**config.mk**
```make
export PLATFORM = sky130hd
export DESIGN_NAME = eic_top
export DESIGN_NICKNAME = d
export VERILOG_FILES = /design/src/common/eic_pkg.sv /design/src/hw/eic_arbiter.sv /design/src/hw/eic_top.sv
export SDC_FILE = /design/constraint.sdc
export NUM_CORES = 1
export LEC_CHECK = 0
export BUFFER_PORTS_ARGS = -buffer_cell sky130_fd_sc_hd__clkbuf_2
export CORE_MARGIN = 4
export CORE_UTILIZATION = 40
export DETAILED_ROUTE_END_ITERATION = 10
export GPL_ROUTABILITY_DRIVEN = 0
export GPL_TIMING_DRIVEN = 1
export PLACE_DENSITY = 0.77
export SKIP_CTS_REPAIR_TIMING = 1
export SLEW_MARGIN = 20
export SYNTH_ARGS = -nofsm -noshare
export SYNTH_HDL_FRONTEND = slang
export SYNTH_HIERARCHICAL = 1
export SYNTH_SLANG_ARGS = --single-unit
```
**constraint.sdc**
```tcl
create_clock -name core_clk -period 4 [get_ports core_clk]
set_clock_uncertainty 0.2 [all_clocks]
set_input_delay 0.2 -clock core_clk [delete_from_list [all_inputs] [get_ports core_clk]]
set_output_delay 0.2 -clock core_clk [all_outputs]
set_load 0.05 [all_outputs]
```
**src/common/eic_pkg.sv**
```systemverilog
// constants and types shared by the extended interrupt control block
package eic_pkg;
  // ==========================================================
  // source map
  localparam int          NSRC          = 15;
  localparam int          IDX_W         = 4;
  localparam int          PRI_SRCS      = 7;
  localparam int          GE_BIT        = 7;
  localparam int          EXT0_SRC      = 0;
  localparam int          EXT1_SRC      = 2;
  localparam logic [14:0] HW_CLEAR_MASK = 15'h000F;
  // ==========================================================
  // handler addresses
  localparam logic [15:0] VEC_BASE      = 16'h0003;
  localparam logic [2:0]  VEC_STEP_ZERO = 3'h0;
  // ==========================================================
  // timing, in core_clk cycles
  localparam int          DETECT_CYCLES = 1;
  localparam logic [2:0]  CALL_CYCLES   = 3'h4;
  localparam logic [2:0]  CALL_LAST     = CALL_CYCLES - 3'h1;
  // ==========================================================
  // reset values
  localparam logic [1:0]  EXT_PIN_IDLE  = 2'h3;
  typedef enum logic [1:0] {
    EIC_ST_IDLE = 2'h1,
    EIC_ST_CALL = 2'h2
  } eic_state_e;
endpackage

```
**src/hw/eic_arbiter.sv**
```systemverilog
// two-level fixed-order arbiter for pending interrupt requests
`timescale 1ns/100ps
module eic_arbiter (
  input  wire logic [eic_pkg::NSRC-1:0]  req,
  input  wire logic [eic_pkg::NSRC-1:0]  prio_high,
  output wire logic                      win_valid,
  output wire logic                      win_high,
  output wire logic [eic_pkg::IDX_W-1:0] win_idx
);
  logic                      hi_found;
  logic                      lo_found;
  logic [eic_pkg::IDX_W-1:0] hi_idx;
  logic [eic_pkg::IDX_W-1:0] lo_idx;

  // ==========================================================
  // scan from the top so the lowest index is left standing
  always_comb begin
    hi_found = 1'b0;
    lo_found = 1'b0;
    hi_idx   = '0;
    lo_idx   = '0;
    for (int i = eic_pkg::NSRC - 1; i >= 0; i--) begin
      if (req[i] && prio_high[i]) begin
        hi_found = 1'b1;
        hi_idx   = eic_pkg::IDX_W'(i);
      end
      if (req[i] && !prio_high[i]) begin
        lo_found = 1'b1;
        lo_idx   = eic_pkg::IDX_W'(i);
      end
    end
  end

  assign win_valid = hi_found | lo_found;
  assign win_high  = hi_found;
  assign win_idx   = hi_found ? hi_idx : lo_idx;
endmodule

```
**src/hw/eic_top.sv**
```systemverilog
// extended interrupt control: pending flags, gating, arbitration, handler call
// How it works
// - source condition sets its pending flag
// - enabled pending flag raises a request
// - after instruction ends, long call to handler
// - handler return resumes the interrupted program
// - disabled source flag never disturbs program
// - flag sets regardless of enable bit
// - per-source enables count only when global on
// - global enable low blocks every request
// - some flags auto-clear on call, others stay
// - flag still set after return: one instruction, re-enter
// - many sources, each low or high level
// - high preempts low; high never preempted
// - higher level first, then fixed source order
// - sample every cycle; one detect plus four call
// - equal or higher handler running holds request
`timescale 1ns/100ps
module eic_top (
  input  wire logic                     core_clk,
  input  wire logic                     nrst,
  input  wire logic [eic_pkg::NSRC-1:0] src_event,
  input  wire logic [1:0]               ext_pin_n,
  input  wire logic [eic_pkg::NSRC-1:0] pend_set,
  input  wire logic [eic_pkg::NSRC-1:0] pend_clr,
  input  wire logic [7:0]               primary_enable_register,
  input  wire logic [7:0]               extended_enable_register_one,
  input  wire logic [7:0]               primary_priority_register,
  input  wire logic [7:0]               extended_priority_register_one,
  input  wire logic                     instr_boundary,
  input  wire logic                     handler_return_instr_done,
  output wire logic [eic_pkg::NSRC-1:0] pending,
  output wire logic                     call_active,
  output wire logic [15:0]              handler_addr,
  output wire logic                     serving_low,
  output wire logic                     serving_high
);
  // ==========================================================
  // configuration decode
  wire logic                      ge;
  wire logic [eic_pkg::NSRC-1:0] en_all;
  wire logic [eic_pkg::NSRC-1:0] prio_all;
  wire logic [eic_pkg::NSRC-1:0] evt_all;
  wire logic [eic_pkg::NSRC-1:0] auto_clr;
  wire logic [1:0]                ext_fall;
  wire logic                      win_valid;
  wire logic                      win_high;
  wire logic [eic_pkg::IDX_W-1:0] win_idx;
  wire logic                      allowed;
  wire logic                      start;
  wire logic [15:0]               vec_w;

  logic [eic_pkg::NSRC-1:0] pend_q;
  logic [eic_pkg::NSRC-1:0] req_q;
  logic [1:0]               ext_meta_q;
  logic [1:0]               ext_sync_q;
  logic [1:0]               ext_prev_q;
  logic [2:0]               cnt_q;
  logic [15:0]              addr_q;
  logic                     act_low_q;
  logic                     act_high_q;
  eic_pkg::eic_state_e      state_q;

  assign ge       = primary_enable_register[eic_pkg::GE_BIT];
  assign en_all   = {extended_enable_register_one,
                     primary_enable_register[eic_pkg::PRI_SRCS-1:0]};
  assign prio_all = {extended_priority_register_one,
                     primary_priority_register[eic_pkg::PRI_SRCS-1:0]};

  // ==========================================================
  // external pins: two-stage sync, then falling-edge detect
  always_ff @(posedge core_clk) begin
    if (!nrst) begin
      ext_meta_q <= eic_pkg::EXT_PIN_IDLE;
      ext_sync_q <= eic_pkg::EXT_PIN_IDLE;
      ext_prev_q <= eic_pkg::EXT_PIN_IDLE;
    end else begin
      ext_meta_q <= ext_pin_n;
      ext_sync_q <= ext_meta_q;
      ext_prev_q <= ext_sync_q;
    end
  end

  assign ext_fall = ext_prev_q & ~ext_sync_q;

  generate
    for (genvar i = 0; i < eic_pkg::NSRC; i++) begin : g_evt
      if (i == eic_pkg::EXT0_SRC) begin : g_x0
        assign evt_all[i] = src_event[i] | ext_fall[0];
      end else if (i == eic_pkg::EXT1_SRC) begin : g_x1
        assign evt_all[i] = src_event[i] | ext_fall[1];
      end else begin : g_pl
        assign evt_all[i] = src_event[i];
      end
    end
  endgenerate

  // ==========================================================
  // pending flags and registered request detection
  generate
    for (genvar i = 0; i < eic_pkg::NSRC; i++) begin : g_pend
      assign auto_clr[i] = start && (win_idx == eic_pkg::IDX_W'(i))
                           && eic_pkg::HW_CLEAR_MASK[i];
      always_ff @(posedge core_clk) begin
        if (!nrst) begin
          pend_q[i] <= 1'b0;
          req_q[i]  <= 1'b0;
        end else begin
          // a set in the clearing cycle wins so no event is lost
          if (evt_all[i] || pend_set[i]) begin
            pend_q[i] <= 1'b1;
          end else if (pend_clr[i] || auto_clr[i]) begin
            pend_q[i] <= 1'b0;
          end
          req_q[i] <= pend_q[i] & en_all[i] & ge;
        end
      end
    end
  endgenerate

  eic_arbiter u_arb (
    .req       (req_q),
    .prio_high (prio_all),
    .win_valid (win_valid),
    .win_high  (win_high),
    .win_idx   (win_idx)
  );

  // ==========================================================
  // preemption and call start
  assign allowed = win_high ? !act_high_q : !(act_high_q || act_low_q);
  // the cycle that ends a return is never a call point, so the core always
  // gets one more instruction in before re-entry
  assign start = (state_q == eic_pkg::EIC_ST_IDLE) && win_valid && allowed
                 && instr_boundary && !handler_return_instr_done;
  assign vec_w = eic_pkg::VEC_BASE + 16'({win_idx, eic_pkg::VEC_STEP_ZERO});

  always_ff @(posedge core_clk) begin
    if (!nrst) begin
      state_q <= eic_pkg::EIC_ST_IDLE;
      cnt_q   <= 3'h0;
      addr_q  <= 16'h0000;
    end else begin
      unique case (state_q)
        eic_pkg::EIC_ST_IDLE: begin
          if (start) begin
            state_q <= eic_pkg::EIC_ST_CALL;
            cnt_q   <= 3'h0;
            addr_q  <= vec_w;
          end
        end
        eic_pkg::EIC_ST_CALL: begin
          cnt_q <= cnt_q + 3'h1;
          if (cnt_q == eic_pkg::CALL_LAST) begin
            state_q <= eic_pkg::EIC_ST_IDLE;
          end
        end
        default: begin
          state_q <= eic_pkg::EIC_ST_IDLE;
        end
      endcase
    end
  end

  // ==========================================================
  // running handler levels; a return retires the innermost one
  always_ff @(posedge core_clk) begin
    if (!nrst) begin
      act_low_q  <= 1'b0;
      act_high_q <= 1'b0;
    end else if (start) begin
      if (win_high) begin
        act_high_q <= 1'b1;
      end else begin
        act_low_q <= 1'b1;
      end
    end else if (handler_return_instr_done) begin
      if (act_high_q) begin
        act_high_q <= 1'b0;
      end else begin
        act_low_q <= 1'b0;
      end
    end
  end

  assign pending      = pend_q;
  assign call_active  = (state_q == eic_pkg::EIC_ST_CALL);
  assign handler_addr = addr_q;
  assign serving_low  = act_low_q;
  assign serving_high = act_high_q;
endmodule

```
Word-level counts from Yosys, hierarchy flattened
Index checks and enable logic that the tools add are counted.
{ "op_classes": {"add_sub_neg": 2, "eq_ne": 11, "n_mux": 104, "bitwise_logic": 35, "reduce_logical": 99} }
{ "op_table": {"columns": ["op", "n"], "rows": [
  ["2-to-1 mux 4 bit", 31],
  ["2-to-1 mux 1 bit", 68],
  ["logical AND 1 bit", 38],
  ["nonzero test 2 bit", 17],
  ["bitwise AND 1 bit", 30],
  ["logical OR 1 bit", 20],
  ["zero test 1 bit", 18],
  ["adder 2 x 7 -> 8 bit (first input constant)", 1],
  ["== test 4 x 2 -> 1 bit (second input constant)", 2],
  ["AND reduction 2 bit", 4],
  ["inequality test 2 bit (second input constant)", 3],
  ["case mux 3 bit (2 select lines)", 1],
  ["== test 4 x 1 -> 1 bit (second input constant)", 1],
  ["zero test 4 bit", 1],
  ["2-to-1 mux 2 bit", 2],
  ["inequality test 2 x 1 -> 1 bit (second input constant)", 2],
  ["case mux 2 bit (2 select lines)", 1],
  ["adder 3 x 1 -> 3 bit (second input constant)", 1],
  ["== test 3 x 2 -> 1 bit (second input constant)", 1],
  ["2-to-1 mux 3 bit", 1],
  ["OR 1 bit", 3],
  ["AND reduction 3 bit", 1],
  ["bitwise AND 2 bit", 1],
  ["== test 2 x 1 -> 1 bit (second input constant)", 1],
  ["other kinds (2)", 2]
]} }
{ "word_totals": {"regBits": 59, "out_inout_bits": 34} }

Depth between registers and ports, before layout
{ "logic_depth": {"word_depth": 26, "mapped_depth": 9, "mapped_depth_nobuf": 8} }

Hierarchy
The synthesis kept the hierarchy.
{ "modules_own_cells": {"columns": ["module", "instances", "cells_each", "area_per_inst_um2", "seq_area_each_um2"], "rows": [
  ["eic_top", 1, 170, 1798.0, 960.9],
  ["eic_arbiter", 1, 75, 500.5, 0.0]
]} }

Least setup slack after synthesis
Ideal clock, no wire load.
{ "synth_path": {"path_type": "flip-flop to flip-flop", "startpoint": "reg req_q[12] (netlist name)", "endpoint": "reg pend_q, in the netlist pending[2]", "t_arrival_ns": 2.201, "required_time_ns": 3.654, "path_slack_ns": 1.453, "path_stages_with_launch": 10, "path_buffers": 1, "path_cell_list": "dfxtp_1 > a222oi_1 > nand3_1 > or2_1 > buf_6 > a211oi_1 > a221oi_1 > or4_1 > nor4_2 > a31oi_1"} }
{ "synth_between": {"word_cells_on_any_way": 65} }
{ "synth_rtl": {"columns": ["element", "line_no", "rtl"], "rows": [
  ["start: declaration", "eic_top.sv:54", "logic [eic_pkg::NSRC-1:0] req_q;"],
  ["start signal: indexed assignment", "eic_top.sv:115", "req_q[i] <= pend_q[i] & en_all[i] & ge;"],
  ["logical AND 1 bit", "eic_arbiter.sv:23", "if (req[i] && prio_high[i]) begin"],
  ["2-to-1 mux 1 bit (13 in series)", "eic_arbiter.sv:23", null],
  ["net win_high", "eic_top.sv:47", "wire logic win_high;"],
  ["2-to-1 mux 4 bit", "eic_arbiter.sv:36", "assign win_idx = hi_found ? hi_idx : lo_idx;"],
  ["net win_idx (one bit)", "eic_top.sv:48", "wire logic [eic_pkg::IDX_W-1:0] win_idx;"],
  ["== test 4 x 2 -> 1 bit", "eic_top.sv:102", "assign auto_clr[i] = start && (win_idx == eic_pkg::IDX_W'(i))"],
  ["logical AND 1 bit", "eic_top.sv:102", null],
  ["logical OR 1 bit", "eic_top.sv:112", "end else if (pend_clr[i] || auto_clr[i]) begin"],
  ["nonzero test 2 bit (no line)", null, null],
  ["end signal: indexed assignment", "eic_top.sv:106", "pend_q[i] <= 1'b0;"],
  ["end signal: indexed assignment", "eic_top.sv:111", "pend_q[i] <= 1'b1;"],
  ["end signal: indexed assignment", "eic_top.sv:113", "pend_q[i] <= 1'b0;"],
  ["end: declaration", "eic_top.sv:53", "logic [eic_pkg::NSRC-1:0] pend_q;"]
]} }
The timed path passes the listed nets, and every way through them passes these cells.
A chain may end at the register's enable or synchronous reset.

Final worst setup path
Ends and elaborated chain as after synthesis.

==> impl_metrics.json <==
{
  "status": "completed",
  "critical_path.max_fanout": 9,
  "antenna_found_initial": 0,
  "rsz0062_at_grt": "no",
  "path_cells": "a222oi_1 > nand3_1 > or2_1 > a211oi_1 > a221oi_1 > or4_1 > nor4_2 > a31oi_1",
  "start_util": 0.4149,
  "setup_viol": 0,
  "cp_data_required_time_ns": 3.95,
  "power_density_nw_per_um2": 322.1,
  "drive_gt1_frac": 0.3041,
  "worst_slack_ns": 1.099,
  "seq_area_um2": 960.9,
  "cts.reportedPaths.clkPinSlew_ns": 0.08,
  "switchingPower_mw": 0.3252,
  "cpMaxStageDelayCell": "or4_1",
  "slew-limit-headroom": 0.4801,
  "yosysSeqAreaShare": 0.4181,
  "drt-total-wl_mm": 6.444,
  "io_buffers": 105,
  "final_cells": 460,
  "end_kind": "register",
  "htreeDepth": 2,
  "synth_edf_count": 0,
  "synth_cells": 245,
  "die-area_um2": 7023,
  "die_x_um": 83.81,
  "path_delay_family": "simple AND/OR/NAND/NOR gates",
  "comb_power_share": 0.256,
  "die_y_um": 83.81,
  "ant_nets": 0,
  "fin_setup_tns_ns": 0,
  "coreArea_um2": 5540,
  "io_pins": 117,
  "syn_to_final_growth_pct": 43.55,
  "synthDominantCellAreaShare": 0.4181,
  "p_int_mw": 0.7375,
  "drt_iter0_drc": 89,
  "n_antenna_cell": 0,
  "max_freq_mhz": 344.7,
  "hp-class": "input pin to register",
  "cp.arrival_ns": 2.85,
  "drc_errors": 0,
  "dpl_cell_area_um2": 2824,
  "start_kind": "register",
  "grtUsageTotal": 0.1608,
  "multiInputGateArea_um2": 1217,
  "rrSetupSlack_ns": 1.10,
  "period_share": 0.7253,
  "post-route-cell-area_um2": 3299,
  "rows": 27,
  "yosysUniqueCellTypes": 52,
  "grt_pass1_wl_mm": 9.432,
  "dp_slack_ns": 1.117,
  "drtPass1Iterations": 5,
  "wl_per_cell_um": 14.01,
  "tritoncts": "built",
  "path_class": "register to register",
  "p_clk_frac": 0.260,
  "cts.sinks": 48,
  "synth_ff_type": "dfxtp_1",
  "synth.avg_cell_area_um2": 9.381,
  "placedCellCount": 413,
  "hold_viol_final": 0,
  "grt_pass1_vias": 2131,
  "grt_overflow": 0,
  "clk_path_buf_depth": 2,
  "post-route-min-period_ns": 2.901,
  "async_reset_ff_frac": 0,
  "slew_violations": 0,
  "n_fill_cell": 508,
  "grt_max_degree": 42,
  "p_leak_nw": 1.545,
  "max_slew.worst_pin.slew_ns": 0.7798,
  "cts_root_buf": "clkbuf_8",
  "yosys.area.top_type": "dfxtp_1",
  "synth.ff_latch_count": 48,
  "cp_slowest_stage_delay_ns": 0.57,
  "switching_share": 0.3060,
  "synth_warnings": 6,
  "netlist_area_um2": 2298,
  "vdd_drop_max_mv": 0.1623,
  "num_vias": 2287,
  "crit_buf_inv": 0,
  "clkLatencyLatePin_ns": 0.29,
  "cap_violations": 0,
  "viasPerCell": 4.972,
  "nets": 472,
  "dp_hpwl_mm": 4.538,
  "pwr-share-seq": 0.484,
  "synth_area_leaders": "dfxtp_1, nor2b_1, nand2b_1",
  "cts_buffers": 5
}
registers in the layout, indices dropped and copies added (netlist names):
| signal | count |
|---|---|
| pending | 15 |
| req_q | 15 |
| handler_addr | 5 |
| cnt_q | 3 |
| ext_meta_q | 2 |
| ext_prev_q | 2 |
| ext_sync_q | 2 |
| state_q | 2 |
| serving_high | 1 |
| serving_low | 1 |
worst min-delay path, delay by kind of cell:
family	cells	cell delay, ns
buffers and inverters	1	0.09
AOI/OAI and AO/OA	1	0.13
and+or+nand+nor	1	0.05
through the flow:
step	hold slack [ns]	power, mW	util
2_1_floorplan	0.1015	0.6967	-
3_3_place_gp	0.1819	0.7573	0.5097
3_5_place_dp	0.1850	0.7615	0.5097
4_1_cts	-0.1300	1.039	0.5251
5_1_grt	0.009297	1.124	0.5955
6_report	0.006923	1.063	0.5955
area by class of cell:
type	instances	share of cell area
clock buffer	7	0.02313
clock inverter	1	0.002655
inverter	8	0.009101
multi-input combinational	180	0.3690
sequential	48	0.2912
tap	72	0.02730
timing repair buffer	144	0.2776
final timing paths:
kind / from / end / cells past startpoint
worst max-delay path: req_q[12] / pending[2] / 8
worst min-delay path: src_event[0] / pending[0] / 3
worst max register to register: req_q[12] / pending[2] / 8
worst min register to register: ext_meta_q[1] / ext_sync_q[1] / 1
power groups by stage:
stage / Combinational (mW) / Sequential (mW) / Clock (mW)
floorplan: 0.124 / 0.573 / 0
finish: 0.272 / 0.514 / 0.277
global route: 0.294 / 0.518 / 0.312
global placement: 0.233 / 0.524 / 0
detailed placement: 0.237 / 0.525 / 0
CTS: 0.237 / 0.514 / 0.288
cell families after synthesis:
kind of cell / synth area share
XOR/XNOR: 0.003811
buffers and inverters: 0.06696
adder cells (fa/ha/maj): 0.01089
AND/OR/NAND/NOR: 0.2760
AO/OA/AOI/OAI: 0.2052
other: 0.001632
flip-flops: 0.4181
multiplexers: 0.01742
layer usage:
layer | share of wire | vias to the layer above | global-route usage | wire length [um]
met4 | 0.017 | 0 | 0.05117 | 110
met5 | 0 | - | 0 | 0
li1 | - | 1167 | - | -
met2 | 0.54 | 71 | 0.2805 | 3450
met1 | 0.39 | 1039 | 0.1937 | 2529
met3 | 0.055 | 10 | 0.03850 | 354
placed cells by master, fill, tap and decap left out, types with 5 or more instances in the layout:
master,instances
and3_1,15
clkbuf_2,105
clkbuf_8,5
conb_1,10
dfxtp_1,48
dlygate4sd3_1,39
inv_1,8
nand2_1,17
nand2b_1,17
nand3_1,6
nor2_1,5
nor2b_1,24
o21ai_0,7
o31a_1,11
cells in the mapped netlist (3+ instances only):
cell,instances
dfxtp_1,48
a22o_1,3
a22oi_1,4
nor3_1,3
a31oi_1,4
mux2i_1,4
nor2_1,5
a21oi_1,4
nor2b_1,24
nand2_1,17
o31ai_1,3
nand3_1,6
nand3b_1,4
and3_1,15
inv_1,8
a41oi_1,3
o21ai_0,7
buf_4,11
nand2b_1,17
o31a_1,11
clkbuf_1,5
Power figures use the tool's default switching activity.
